**config.mk**
```make
export PLATFORM = sky130hd
export DESIGN_NAME = sent_link
export DESIGN_NICKNAME = d
export VERILOG_FILES = /design/src/shared/sent_pkg.sv /design/src/logic/line_sampler.sv /design/src/logic/sent_link.sv
export SDC_FILE = /design/constraint.sdc
export NUM_CORES = 2
export LEC_CHECK = 0
export BUFFER_PORTS_ARGS = -buffer_cell sky130_fd_sc_hd__clkbuf_2
export CELL_PAD_IN_SITES_DETAIL_PLACEMENT = 1
export CELL_PAD_IN_SITES_GLOBAL_PLACEMENT = 2
export CORE_MARGIN = 5
export CORE_UTILIZATION = 43
export CTS_CLUSTER_DIAMETER = 100
export CTS_CLUSTER_SIZE = 16
export DETAILED_ROUTE_END_ITERATION = 10
export HOLD_SLACK_MARGIN = 0.03
export PLACE_DENSITY_LB_ADDON = 0.25
export SYNTH_ARGS = -nofsm -noshare
export SYNTH_HDL_FRONTEND = slang
export SYNTH_HIERARCHICAL = 1
export SYNTH_SLANG_ARGS = --single-unit
```
**constraint.sdc**
```tcl
create_clock -name sys_clk -period 10.2 [get_ports sys_clk]
set_clock_uncertainty 0.1 [all_clocks]
set_input_delay 0.51 -clock sys_clk [delete_from_list [all_inputs] [get_ports sys_clk]]
set_output_delay 0.51 -clock sys_clk [all_outputs]
set_load 0.01 [all_outputs]
```
**src/shared/sent_pkg.sv**
```systemverilog
// Shared constants, register map and checksum helpers for the nibble link block
`default_nettype none
package sent_pkg;
	localparam int ADDR_W = 3;
	localparam int DATA_W = 16;
	// Register indices
	localparam logic [ADDR_W-1:0] REG_CTRL = 3'h0;
	localparam logic [ADDR_W-1:0] REG_STAT = 3'h1;
	localparam logic [ADDR_W-1:0] REG_TICK_SMAX = 3'h2;
	localparam logic [ADDR_W-1:0] REG_FRAME_SMIN = 3'h3;
	localparam logic [ADDR_W-1:0] REG_DATA_LO = 3'h4;
	localparam logic [ADDR_W-1:0] REG_DATA_HI = 3'h5;
	localparam logic [ADDR_W-1:0] REG_SYNC_CAPT = 3'h6;
	// Control field positions
	localparam int CTL_ENABLE = 15;
	localparam int CTL_RECEIVE = 11;
	localparam int CTL_TRIGGERED = 10;
	localparam int CTL_CHECKSUM = 8;
	localparam int CTL_PAUSE = 7;
	localparam logic [DATA_W-1:0] CTL_WMASK = 16'h8d87;
	// Status field positions
	localparam int ST_PAUSE = 7;
	localparam int ST_CRC_ERR = 3;
	localparam int ST_FRM_ERR = 2;
	localparam int ST_IDLE = 1;
	localparam int ST_SYNC_TX = 0;
	// Reset values
	localparam logic [DATA_W-1:0] CTRL_RESET = 16'h0001;
	localparam logic [DATA_W-1:0] WORD_RESET = 16'h0000;
	// Frame timing in ticks
	localparam logic [9:0] SYNC_TICKS = 10'h038;
	localparam logic [9:0] NIB_BASE = 10'h00c;
	localparam logic [9:0] NIB_TOP = 10'h01b;
	localparam logic [9:0] PAUSE_MIN = 10'h00c;
	localparam logic [9:0] PAUSE_MAX = 10'h300;
	localparam logic [9:0] LOW_TICKS = 10'h005;
	localparam logic [15:0] FRAME_CAP = 16'h07ff;
	// Nibble slot of the checksum
	localparam logic [2:0] POS_CRC = 3'h7;
	localparam logic [3:0] CRC_SEED = 4'h5;
	localparam logic [3:0] CRC_TAB [16] = '{4'h0, 4'hd, 4'h7, 4'ha, 4'he, 4'h3, 4'h9, 4'h4,
		4'h1, 4'hc, 4'h6, 4'hb, 4'hf, 4'h2, 4'h8, 4'h5};

	// Reserved count codes fall back to the nearest legal count
	function automatic logic [2:0] nib_count(input logic [2:0] code);
		return (code == 3'h0) ? 3'h1 : (code == 3'h7) ? 3'h6 : code;
	endfunction

	// Slot 0 status, slots 1..6 data, slot 7 checksum in the low nibble
	function automatic logic [3:0] nib_at(input logic [31:0] w, input logic [2:0] pos);
		return w[31-4*pos -: 4];
	endfunction

	function automatic logic [3:0] crc4(input logic [31:0] w, input logic [2:0] n);
		logic [3:0] c;
		c = CRC_SEED;
		for (int k = 1; k <= 6; k++) begin
			if (k <= int'(n)) begin
				c = w[31-4*k -: 4] ^ CRC_TAB[c];
			end
		end
		return CRC_TAB[c];
	endfunction
endpackage
`default_nettype wire

```
**src/logic/line_sampler.sv**
```systemverilog
// Line input synchroniser, falling edge finder and interval timer
`default_nettype none
module line_sampler #(
	parameter int UNIT_DIV = 8
) (
	// Clock and reset
	input wire logic sys_clk,
	input wire logic rst_n,
	// Line
	input wire logic line_in,
	// Measurements in units of UNIT_DIV clocks
	output logic fall,
	output logic [15:0] interval,
	output logic [15:0] high_time
);
	logic s1, s2, s3, level;
	logic [15:0] div_cnt, run_cnt;
	logic unit, settled;

	assign unit = (div_cnt == 16'(UNIT_DIV - 1));
	// A change counts only once the last two stages agree
	assign settled = (s2 == s3);

	always_ff @(posedge sys_clk or negedge rst_n) begin
		if (!rst_n) begin
			s1 <= 1'b1;
			s2 <= 1'b1;
			s3 <= 1'b1;
		end else begin
			s1 <= line_in;
			s2 <= s1;
			s3 <= s2;
		end
	end

	always_ff @(posedge sys_clk or negedge rst_n) begin
		if (!rst_n) begin
			level <= 1'b1;
			fall <= 1'b0;
		end else begin
			if (settled) begin
				level <= s3;
			end
			fall <= settled && level && !s3;
		end
	end

	always_ff @(posedge sys_clk or negedge rst_n) begin
		if (!rst_n) begin
			div_cnt <= 16'h0000;
		end else begin
			div_cnt <= unit ? 16'h0000 : div_cnt + 16'h0001;
		end
	end

	// Counters saturate so a dead line never wraps into a valid window
	always_ff @(posedge sys_clk or negedge rst_n) begin
		if (!rst_n) begin
			run_cnt <= 16'h0000;
			interval <= 16'h0000;
		end else if (settled && level && !s3) begin
			// The unit at the edge itself still belongs to the closing interval
			interval <= (unit && run_cnt != 16'hffff) ? run_cnt + 16'h0001 : run_cnt;
			run_cnt <= 16'h0000;
		end else if (unit && run_cnt != 16'hffff) begin
			run_cnt <= run_cnt + 16'h0001;
		end
	end

	always_ff @(posedge sys_clk or negedge rst_n) begin
		if (!rst_n) begin
			high_time <= 16'h0000;
		end else if (!level) begin
			high_time <= 16'h0000;
		end else if (unit && high_time != 16'hffff) begin
			high_time <= high_time + 16'h0001;
		end
	end
endmodule // line_sampler
`default_nettype wire

```
**src/logic/sent_link.sv**
```systemverilog
// Single-wire nibble link: transmitter, receiver and register file
//
// The register addresses and the address-and-strobe port were chosen for this implementation.
`default_nettype none
module sent_link #(
	parameter int UNIT_DIV = 8
) (
	// Clock and reset
	input wire logic sys_clk,
	input wire logic rst_n,
	// Register port
	input wire logic [sent_pkg::ADDR_W-1:0] addr,
	input wire logic [sent_pkg::DATA_W-1:0] wdata,
	input wire logic wr,
	input wire logic rd,
	output logic [sent_pkg::DATA_W-1:0] rdata,
	// Line pin
	input wire logic line_in,
	output logic line_out,
	output logic line_oe_n,
	// Events
	output logic frame_done
);
	import sent_pkg::*;

	typedef enum logic [3:0] {
		TX_IDLE = 4'b0001,
		TX_SYNC = 4'b0010,
		TX_NIB = 4'b0100,
		TX_PAUSE = 4'b1000
	} tx_state_t;
	typedef enum logic [2:0] {
		RX_WAIT = 3'b001,
		RX_NIB = 3'b010,
		RX_PAUSE = 3'b100
	} rx_state_t;

	logic [15:0] link_control_one, tick_or_sync_max_reg, frame_or_sync_min_reg, captured_sync_time;
	logic [31:0] frame_data_words, tx_words, rx_shadow;
	logic module_enable, receive_select, triggered_transmit_select, hw_checksum_enable, pause_pulse_present;
	logic [2:0] nibbles;
	logic tx_run, rx_run, tx_trigger, framing_error_flag, crc_error, line_idle_flag;
	tx_state_t tx_state;
	rx_state_t rx_state;
	logic [15:0] tick_cnt;
	logic tick, seg_end, tx_done, rx_done;
	logic [9:0] seg_tick, seg_len, next_seg_len;
	logic [11:0] frame_ticks;
	logic [2:0] tx_pos, rx_pos, next_tx_pos;
	logic [3:0] tx_crc;
	logic fall, sync_ok, nib_ok;
	logic [15:0] interval, high_time;
	logic [3:0] nib_val;

	assign module_enable = link_control_one[CTL_ENABLE];
	assign receive_select = link_control_one[CTL_RECEIVE];
	assign triggered_transmit_select = link_control_one[CTL_TRIGGERED];
	assign hw_checksum_enable = link_control_one[CTL_CHECKSUM];
	assign pause_pulse_present = link_control_one[CTL_PAUSE];
	assign nibbles = nib_count(link_control_one[2:0]);
	assign tx_run = module_enable && !receive_select;
	assign rx_run = module_enable && receive_select;

	line_sampler #(.UNIT_DIV(UNIT_DIV)) sampler (
		.sys_clk(sys_clk),
		.rst_n(rst_n),
		.line_in(line_in),
		.fall(fall),
		.interval(interval),
		.high_time(high_time)
	);

	// Round interval to ticks against the captured sync (56 ticks); half-tick margins
	function automatic logic [4:0] decode(input logic [15:0] iv, input logic [15:0] sync);
		logic [23:0] scaled;
		logic [23:0] s;
		logic [4:0] res;
		scaled = 24'({8'h00, iv} * 24'd112);
		s = {8'h00, sync};
		res = 5'h00;
		for (int n = 0; n < 16; n++) begin
			if (scaled >= 24'(s * 24'(2 * n + 23)) && scaled < 24'(s * 24'(2 * n + 25))) begin
				res = {1'b1, 4'(n)};
			end
		end
		return res;
	endfunction

	assign {nib_ok, nib_val} = decode(interval, captured_sync_time);
	assign sync_ok = interval >= frame_or_sync_min_reg && interval <= tick_or_sync_max_reg;

	// Tick generator
	assign tick = (tx_state != TX_IDLE) && (tick_cnt == tick_or_sync_max_reg);
	always_ff @(posedge sys_clk or negedge rst_n) begin
		if (!rst_n) begin
			tick_cnt <= 16'h0000;
		end else if (tx_state == TX_IDLE || tick) begin
			tick_cnt <= 16'h0000;
		end else begin
			tick_cnt <= tick_cnt + 16'h0001;
		end
	end

	assign seg_end = tick && (seg_tick == seg_len - 10'h001);
	assign tx_crc = hw_checksum_enable ? crc4(tx_words, nibbles) : tx_words[3:0];
	assign tx_done = seg_end && tx_state == TX_NIB && tx_pos == POS_CRC;

	// Pause length: fill to the frame length in continuous mode with the frame up to FRAME_CAP, else PAUSE_MIN; bounded both ways
	function automatic logic [9:0] pause_len(input logic [15:0] fl, input logic [11:0] used, input logic async);
		logic [15:0] want;
		want = (fl > {4'h0, used}) ? fl - {4'h0, used} : 16'h0000;
		if (!async || fl > FRAME_CAP || want < {6'h00, PAUSE_MIN}) begin
			return PAUSE_MIN;
		end
		return (want > {6'h00, PAUSE_MAX}) ? PAUSE_MAX : want[9:0];
	endfunction

	always_comb begin
		next_tx_pos = tx_pos;
		next_seg_len = seg_len;
		if (tx_state == TX_SYNC) begin
			next_tx_pos = 3'h0;
		end else if (tx_pos == nibbles) begin
			next_tx_pos = POS_CRC;
		end else begin
			next_tx_pos = tx_pos + 3'h1;
		end
		if (next_tx_pos == POS_CRC) begin
			next_seg_len = NIB_BASE + {6'h00, tx_crc};
		end else begin
			next_seg_len = NIB_BASE + {6'h00, nib_at(tx_words, next_tx_pos)};
		end
	end

	// Transmit sequencer
	always_ff @(posedge sys_clk or negedge rst_n) begin
		if (!rst_n) begin
			tx_state <= TX_IDLE;
			seg_tick <= 10'h000;
			seg_len <= SYNC_TICKS;
			tx_pos <= 3'h0;
			frame_ticks <= 12'h000;
			tx_words <= 32'h00000000;
		end else if (!tx_run) begin
			tx_state <= TX_IDLE;
			tx_pos <= 3'h0;
		end else begin
			if (tick) begin
				seg_tick <= seg_end ? 10'h000 : seg_tick + 10'h001;
				frame_ticks <= frame_ticks + 12'h001;
			end
			unique case (tx_state)
				TX_IDLE: begin
					if (!triggered_transmit_select || tx_trigger) begin
						tx_state <= TX_SYNC;
						seg_len <= SYNC_TICKS;
						seg_tick <= 10'h000;
						frame_ticks <= 12'h000;
						tx_words <= frame_data_words;
					end
				end
				TX_SYNC: begin
					if (seg_end) begin
						tx_state <= TX_NIB;
						tx_pos <= next_tx_pos;
						seg_len <= next_seg_len;
					end
				end
				TX_NIB: begin
					if (seg_end && tx_pos != POS_CRC) begin
						tx_pos <= next_tx_pos;
						seg_len <= next_seg_len;
					end else if (seg_end && pause_pulse_present) begin
						tx_state <= TX_PAUSE;
						seg_len <= pause_len(frame_or_sync_min_reg, frame_ticks + 12'h001,
							!triggered_transmit_select);
					end else if (seg_end) begin
						tx_state <= triggered_transmit_select ? TX_IDLE : TX_SYNC;
						seg_len <= SYNC_TICKS;
						frame_ticks <= 12'h000;
						tx_words <= frame_data_words;
					end
				end
				TX_PAUSE: begin
					if (seg_end) begin
						tx_state <= triggered_transmit_select ? TX_IDLE : TX_SYNC;
						seg_len <= SYNC_TICKS;
						frame_ticks <= 12'h000;
						tx_words <= frame_data_words;
					end
				end
			endcase
		end
	end

	// Each segment opens with a low pulse: one falling edge per interval
	always_ff @(posedge sys_clk or negedge rst_n) begin
		if (!rst_n) begin
			line_out <= 1'b1;
			line_oe_n <= 1'b1;
		end else begin
			line_out <= (tx_state == TX_IDLE) || (seg_tick >= LOW_TICKS);
			line_oe_n <= !tx_run;
		end
	end

	// Receive sequencer
	always_ff @(posedge sys_clk or negedge rst_n) begin
		if (!rst_n) begin
			rx_state <= RX_WAIT;
			rx_pos <= 3'h0;
			rx_shadow <= 32'h00000000;
			captured_sync_time <= WORD_RESET;
		end else if (!rx_run) begin
			rx_state <= RX_WAIT;
			rx_pos <= 3'h0;
		end else if (fall) begin
			unique case (rx_state)
				RX_WAIT: begin
					if (sync_ok) begin
						rx_state <= RX_NIB;
						rx_pos <= 3'h0;
						captured_sync_time <= interval;
					end
				end
				RX_NIB: begin
					if (!nib_ok) begin
						rx_state <= RX_WAIT;
					end else begin
						rx_shadow[31-4*rx_pos -: 4] <= nib_val;
						if (rx_pos == POS_CRC) begin
							rx_state <= pause_pulse_present ? RX_PAUSE : RX_WAIT;
						end
						rx_pos <= (rx_pos == POS_CRC) ? 3'h0 : (rx_pos == nibbles) ? POS_CRC : rx_pos + 3'h1;
					end
				end
				RX_PAUSE: begin
					rx_state <= RX_WAIT;
				end
			endcase
		end
	end

	assign rx_done = rx_run && fall && rx_state == RX_NIB && nib_ok && rx_pos == POS_CRC;

	always_ff @(posedge sys_clk or negedge rst_n) begin
		if (!rst_n) begin
			frame_done <= 1'b0;
		end else begin
			frame_done <= tx_done || rx_done;
		end
	end

	// Status flags; a hardware set wins over a software clear
	always_ff @(posedge sys_clk or negedge rst_n) begin
		if (!rst_n) begin
			framing_error_flag <= 1'b0;
			crc_error <= 1'b0;
			tx_trigger <= 1'b0;
			line_idle_flag <= 1'b0;
		end else begin
			if (rx_run && fall && rx_state == RX_NIB && !nib_ok) begin
				framing_error_flag <= 1'b1;
			end else if (wr && addr == REG_STAT && !wdata[ST_FRM_ERR]) begin
				framing_error_flag <= 1'b0;
			end
			if (rx_done) begin
				crc_error <= hw_checksum_enable && crc4({rx_shadow[31:4], nib_val}, nibbles) != nib_val;
			end
			if (wr && addr == REG_STAT && wdata[ST_SYNC_TX] && tx_run && triggered_transmit_select) begin
				tx_trigger <= 1'b1;
			end else if (tx_state == TX_IDLE && tx_trigger) begin
				tx_trigger <= 1'b0;
			end
			line_idle_flag <= rx_run && high_time >= tick_or_sync_max_reg;
		end
	end

	// Register writes
	always_ff @(posedge sys_clk or negedge rst_n) begin
		if (!rst_n) begin
			link_control_one <= CTRL_RESET;
			tick_or_sync_max_reg <= WORD_RESET;
			frame_or_sync_min_reg <= WORD_RESET;
			frame_data_words <= 32'h00000000;
		end else begin
			if (wr && addr == REG_CTRL) begin
				link_control_one <= wdata & CTL_WMASK;
			end
			if (wr && addr == REG_TICK_SMAX) begin
				tick_or_sync_max_reg <= wdata;
			end
			if (wr && addr == REG_FRAME_SMIN) begin
				frame_or_sync_min_reg <= wdata;
			end
			if (rx_done) begin
				frame_data_words <= {rx_shadow[31:4], nib_val};
			end else if (wr && !receive_select && addr == REG_DATA_LO) begin
				frame_data_words[15:0] <= wdata;
			end else if (wr && !receive_select && addr == REG_DATA_HI) begin
				frame_data_words[31:16] <= wdata;
			end
		end
	end

	// Register reads, data in the following cycle
	always_ff @(posedge sys_clk or negedge rst_n) begin
		if (!rst_n) begin
			rdata <= WORD_RESET;
		end else if (rd) begin
			unique case (addr)
				REG_CTRL: rdata <= link_control_one;
				REG_STAT: rdata <= {8'h00, tx_state == TX_PAUSE || rx_state == RX_PAUSE,
					receive_select ? (rx_state == RX_NIB ? rx_pos : 3'h0) : (tx_state == TX_NIB ? tx_pos : 3'h0),
					crc_error, framing_error_flag, line_idle_flag,
					receive_select ? rx_state == RX_NIB :
					(triggered_transmit_select ? tx_trigger || tx_state != TX_IDLE : tx_run)};
				REG_TICK_SMAX: rdata <= tick_or_sync_max_reg;
				REG_FRAME_SMIN: rdata <= frame_or_sync_min_reg;
				REG_DATA_LO: rdata <= frame_data_words[15:0];
				REG_DATA_HI: rdata <= frame_data_words[31:16];
				REG_SYNC_CAPT: rdata <= captured_sync_time;
				default: rdata <= WORD_RESET;
			endcase
		end
	end

	// Checking helpers: ticks since the last driven falling edge
	logic [9:0] chk_ticks;
	tx_state_t chk_prev;
	always_ff @(posedge sys_clk or negedge rst_n) begin
		if (!rst_n) begin
			chk_ticks <= 10'h000;
			chk_prev <= TX_IDLE;
		end else if (seg_end) begin
			chk_ticks <= 10'h000;
			chk_prev <= tx_state;
		end else if (tick || tx_state == TX_IDLE) begin
			// A frame cut short by disable must not leave a stale count behind
			chk_ticks <= (tx_state == TX_IDLE) ? 10'h000 : chk_ticks + 10'h001;
		end
	end
endmodule // sent_link
`default_nettype wire

```
Word level (Yosys, flattened, before mapping). Memory sizes are Yosys's and may differ from the RTL's. Index checks and enable logic that the tools add are counted.

$add $sub $neg: 15. Multiply operators: 18. Divide/modulo/power cells: 0. Order comparisons: 58. Eq/ne operators: 44. Shifts and indexed selects: 3. Multiplexer cells: 141. Bitwise operators: 24. Reduce and logical (&&, ||, !) cells: 78.

Operator list (count): $lt A23 B22 Y1 (12); $mul A16 B6 Y22 const B (12); $ge A23 B22 Y1 (11); $mux W4 (49); $mux W16 (10); $mux W32 (5); $mux W10 (12); $ge A23 B21 Y1 (5); $pmux W16 S7 (1); $mul A16 B5 Y21 const B (5); $pmux W32 S3 (1); $lt A23 B21 Y1 (4); $mux W5 (17); $mux W3 (22); $add A16 B1 Y16 const B (4); $ge A5 B5 Y1 const B (12); $mux W12 (5); $not A4 Y5 (12); $logic_and A1 B1 Y1 (48); $pmux W10 S4 (1); $xor A4 B4 Y4 (10); $pmux W12 S3 (1); $shift A4 B34 Y35 const A (1); $shiftx A35 B33 Y4 (1); 57 further kinds (120).

Register bits after elaboration: 305. Latch bits: 0. RAM bits: 0. Memory bits (read-only): 768. Logic and storage cells: 426. Memories: 12.

Memories: (no name shown) (depth 16, width 4, rd ports 1, clocked after memory_dff 0, write ports 0, RTL line sent_pkg.sv:62) `return CRC_TAB[c];`; (no name shown) (depth 16, width 4, rd ports 1, clocked after memory_dff 0, write ports 0, RTL line sent_pkg.sv:59) `c = w[31-4*k -: 4] ^ CRC_TAB[c];`; (no name shown) (depth 16, width 4, rd ports 1, clocked after memory_dff 0, write ports 0, RTL line sent_pkg.sv:59); (no name shown) (depth 16, width 4, rd ports 1, clocked after memory_dff 0, write ports 0, RTL line sent_pkg.sv:59); (no name shown) (depth 16, width 4, rd ports 1, clocked after memory_dff 0, write ports 0, RTL line sent_pkg.sv:59); (no name shown) (depth 16, width 4, rd ports 1, clocked after memory_dff 0, write ports 0, RTL line sent_pkg.sv:59); +6 memories.

Longest topological paths before layout.
Depth after elaboration: 63. Depth in mapped cells: 44.

Cells and area by module. The synthesis kept the hierarchy.

By module, submodules not included: sent_link (times used 1, cells each 4991, area an instance 44410.1 µm², seq. area each 5815.6 µm²); line_sampler (times used 1, cells each 320, area an instance 3384.5 µm², seq. area each 1731.7 µm²).

Worst setup path before layout. No wires, ideal clock.

Path kind: register to register. From: register captured_sync_time[4]. To: register frame_data_words[10]. Library setup time: 134 ps. Arrival time: 8012 ps. Required time: 9966 ps. Setup slack: 1954 ps. Stages on the path, launching flop included: 39. Path buffers: 2. Cell sequence: dfrtp_1 -> fa_1 -> ha_1 -> inv_1 -> fa_1 -> inv_1 -> ha_1 -> a21o_1 -> a21oi_1 -> o21ai_0 -> a21oi_1 -> o21ai_0 -> a21oi_1 -> o21ai_0 -> a21oi_1 -> nand2b_1 -> a21oi_1 -> o21ai_0 -> [3 not listed] -> a21boi_0 -> o41ai_1 -> xor2_1 -> ha_1 -> nand3_1 -> nor3_1 -> nor2b_1 -> a2111oi_0 -> a21oi_1 -> nand2b_1 -> o41ai_4 -> o311ai_0 -> nor2b_1 -> and2_1 -> clkbuf_1 -> clkbuf_1 -> nand2_1 -> o21ai_0.

Word-level cells in the longest chain between the ends: 22. Elaborated cells between the ends (all ways): 85. Those cells by class: mul (17); order compare (32); mux (17); reduce/logical (19).

Ends and longest elaborated chain: start, declared (RTL line sent_link.sv:38) `logic [15:0] link_control_one, tick_or_sync_max_reg, frame_or_sync_min_reg, captured_sync_time;`; start signal, assigned (RTL line sent_link.sv:223) `captured_sync_time <= interval;`; $mul A16 B5 Y21 (RTL line sent_link.sv:82) `if (scaled >= 24'(s * 24'(2 * n + 23)) && scaled < 24'(s * 24'(2 * n + 25))) begin`; $ge A23 B21 Y1 / $lt A23 B21 Y1 (equally long branches) (RTL line sent_link.sv:82); $logic_and A1 B1 Y1 (RTL line sent_link.sv:82); $mux W5 (15 in series) (RTL line sent_link.sv:82); $mux W5 * (RTL line sent_link.sv:82); $logic_and A1 B1 Y1 * (2 in series) (RTL line sent_link.sv:244) `assign rx_done = rx_run && fall && rx_state == RX_NIB && nib_ok && rx_pos == POS_CRC;`; $mux W32 / $reduce_bool A2 Y1 (equally long branches); end signal, assigned (RTL line sent_link.sv:297) `frame_data_words <= {rx_shadow[31:4], nib_val};`; end signal, assigned (RTL line sent_link.sv:299) `frame_data_words[15:0] <= wdata;`; end, declared (RTL line sent_link.sv:39) `logic [31:0] frame_data_words, tx_words, rx_shadow;`.

Every way passes the cells marked *; elsewhere a longest branch is shown, timed or not. A chain may end at the register's enable or synchronous reset.

Worst setup path after layout.
From: register captured_sync_time[2]. To: register crc_error.

Word-level cells in the longest chain between the ends: 21. Elaborated cells between the ends (all ways): 85. Those cells by class: mul (17); order compare (32); eq/ne (1); mux (16); reduce/logical (19).

Ends and longest elaborated chain: $mul A16 B5 Y21 (RTL line sent_link.sv:82); $ge A23 B21 Y1 / $lt A23 B21 Y1 (equally long branches) (RTL line sent_link.sv:82); $logic_and A1 B1 Y1 (RTL line sent_link.sv:82); $mux W5 (15 in series) (RTL line sent_link.sv:82); $mux W5 * (RTL line sent_link.sv:82); parallel branches: the longest is 2 deep, another holds $ne A4 B4 Y1; end signal, assigned (RTL line sent_link.sv:268) `crc_error <= hw_checksum_enable && crc4({rx_shadow[31:4], nib_val}, nibbles) != nib_val;`; end, declared (RTL line sent_link.sv:42) `logic tx_run, rx_run, tx_trigger, framing_error_flag, crc_error, line_idle_flag;`.

Every way passes the cells marked *.

==> flow_metrics.tcl <==
set metrics [dict create \
    yosysWarnings 6 \
    syn_avg_cell_area_um2 9.00 \
    synth_top_area_share_pct 22.7 \
    grt_start_max_net_pins 141 \
    cts_tree "built" \
    slowest_delay_ns 0.69 \
    hold_end "tick_or_sync_max_reg[13]" \
    antenna_left 0 \
    slew_headroom_pct 21.4 \
    min_from "wdata[13]" \
    die-area_um2 118000 \
    min_path_cells 3 \
    seq_area_frac_synth_pct 15.8 \
    grt_pass1_vias 41200 \
    r2r_cells 41 \
    clockBufferDepth 3 \
    fmaxAchievable_mhz 103 \
    ir_drop_mv 0.294 \
    cp_common_cell "o21ai_0" \
    start_util_pct 43.2 \
    p_seq_share_pct 20.7 \
    cts.htree.levels 1 \
    drt_wl_total_mm 177 \
    synth-seq-cells 301 \
    arrival_ns 10.03 \
    cts_buffers 23 \
    cellPowerDensity_nw_per_um2 155 \
    die_w_um 343 \
    outcome "completed" \
    syn_inst 5311 \
    synthTopCellsByArea "ha_1 (23%), dfrtp_1 (15%), fa_1 (14%)" \
    cp_max_fo 65 \
    p_comb_share_pct 67.8 \
    final_common_cell "ha_1" \
    gp_congestion 0.942 \
    critPathSlowestCell "dfrtp_1" \
    coreArea_um2 111000 \
    reg_top3 "frame_data_words: 32 flops, tx_words: 32 flops, rx_shadow: 28 flops" \
    reg2reg_slack_ns 0.51 \
    p_sw_share_pct 49.9 \
    drive_gt1_share_pct 6.72 \
    clk_pin_slew_ns 0.09 \
    crit_type "reg2reg" \
    via_count 40000 \
    cellLeakagePower_nw 26.8 \
    synthFlopType "dfrtp_1" \
    drtPass1Iterations 6 \
    worstPathRequired_ns 10.54 \
    layout_common_cells "ha_1 (869), inv_1 (803), a21oi_1 (343)" \
    hold_violations 0 \
    fin_crit_ns 9.69 \
    viasPerCell 5.82 \
    rsz0062_at_grt "no" \
    setup_viol 0 \
    crit-reg2reg-launch "captured_sync_time[2]" \
    hpwl_mm 145 \
    finalNetCount 6601 \
    switchingPower_w 0.00396 \
    ys_types 102 \
    power_report.internal_total_w 0.00397 \
    synth_edf_count 0 \
    worst_slew_pin_slew_ns 1.16 \
    drc 0 \
    maxCapViolations 0 \
    synth_area_um2 47800 \
    reg2reg_to "crc_error" \
    grt_pass1_wl_mm 267 \
    cts_resized 0 \
    cts_setup_buffers 0 \
    min_path_type "in2reg" \
    crit_start "captured_sync_time[2]" \
    finalCritPeriodShare_pct 95.0 \
    cp-start-kind "register" \
    rows 122 \
    async_reset_ff_share_pct 100 \
    antenna_found_initial 5 \
    wl_per_cell_um 25.8 \
    grt_overflow_total 0 \
    area_growth_syn_to_layout_pct 6.81 \
    io-pin-count 43 \
    clock_latency_ns 0.58 \
    drt_iter0_drc 3208 \
    cp-end-kind "register" \
    dieHeight_um 343 \
    grt_usage_pct 29.8 \
    clkSinkCount 301 \
    finalSetupTns_ns 0 \
    yosys.area.top_type "ha_1" \
    cts_root_buffer "clkbuf_16" \
    clkPwrFrac_pct 11.6 \
    slew_violations 0 \
    port_buffers 42 \
    post-route-util_pct 46.2 \
    syn_nets 6538 \
]
==> routing by layer <==
metal / up-vias / share of wire (%) / global-route usage [%]
li1: 18400 / - / -
met1: 20400 / 49 / 45.4
met2: 1072 / 42 / 44.7
met3: 191 / 6.8 / 4.80
met4: 4 / 2.4 / 5.85
met5: - / 0.017 / 0
==> power by group through the flow <==
stage	combinational, W	sequential (W)	clock [W]
finish	0.00537	0.00164	0.000920
global route	0.00574	0.00165	0.000978
CTS	0.00532	0.00162	0.000939
detailed placement	0.00529	0.00165	0
global placement	0.00519	0.00164	0
floorplan	0.00369	0.00151	0
==> synthesized netlist by cell type, types with 9 or more instances <==
| cell type | count |
|---|---|
| nand2_1 | 268 |
| xnor2_1 | 268 |
| mux2i_1 | 63 |
| o31ai_1 | 22 |
| nand3_1 | 110 |
| and2_1 | 18 |
| o211ai_1 | 16 |
| nor2b_1 | 76 |
| nand4_1 | 64 |
| or3_1 | 14 |
| o21ai_0 | 313 |
| fa_1 | 334 |
| a21boi_0 | 12 |
| mux2_2 | 100 |
| a221oi_1 | 12 |
| a22oi_1 | 9 |
| a21oi_1 | 343 |
| dfrtp_1 | 289 |
| ha_1 | 869 |
| inv_1 | 803 |
| a31o_2 | 10 |
| nor2_1 | 248 |
| o21bai_1 | 87 |
| xor2_1 | 142 |
| and3_1 | 28 |
| o22ai_1 | 23 |
| clkbuf_1 | 75 |
| buf_1 | 10 |
| and4_1 | 14 |
| a21o_1 | 177 |
| nor3_1 | 66 |
| a211oi_1 | 21 |
| nor4_1 | 24 |
| dfstp_2 | 12 |
| xnor3_1 | 20 |
| o21a_1 | 39 |
| o21ai_1 | 10 |
| a31oi_1 | 21 |
| nand2b_1 | 97 |
==> how the worst max path moves through the flow <==
| stage | to | slack [ns] | cells past startpoint |
|---|---|---|---|
| after floorplan | frame_data_words[10] | 1.95 | 38 |
| after global placement | rx_shadow[30] | 1.00 | 39 |
| after detailed placement | rx_shadow[31] | 0.86 | 39 |
| after CTS | rx_shadow[31] | 0.79 | 39 |
| after global routing | crc_error | 0.02 | 41 |
| final | crc_error | 0.51 | 41 |
==> layout make-up <==
type | count | area, um^2
Fill cell | 13000 | 59500
Multi-Input combinational cell | 4106 | 37000
Sequential cell | 301 | 7550
Inverter | 807 | 3030
Tap cell | 1488 | 1860
Timing Repair Buffer | 135 | 948
Clock buffer | 39 | 636
Clock inverter | 2 | 25.0
Antenna cell | 2 | 5.00
==> stage by stage <==
step,instance area (um^2),instances,hold slack (ns),setup slack [ns],total power [W]
6_report,51000,6880,0.195,0.513,0.00793
5_1_grt,51000,6878,0.194,0.0163,0.00836
4_1_cts,51000,6878,0.172,0.787,0.00788
3_5_place_dp,50400,6835,0.252,0.861,0.00694
3_3_place_gp,50400,6835,0.247,1.00,0.00683
2_1_floorplan,47800,5311,0.114,1.95,0.00520
==> critical path, delay by kind of cell (launching register included) <==
kind                       cells  cell delay [ns]
buffers and inverters          8             1.50
AOI/OAI and AO/OA             18             4.02
DFF                            1             0.69
xor gates and xnor gates       2             0.35
adders and majority gates      5             1.64
and+or+nand+nor                8             1.23
==> timing repair <==
action	CTS	global route
setup endpoints to repair	0	0
hold endpoints to repair	89	0
hold buffers	2	0
==> cell families after synthesis <==
logic type | count (synthesis) | synth area share (%)
compound gates | 1199 | 15.7
xor+xnor | 446 | 9.09
fa+ha+maj | 1204 | 36.8
buf+inv | 904 | 7.16
flops | 301 | 15.8
mux | 165 | 3.75
simple gates | 1092 | 11.7
Power figures use the tool's default switching activity.
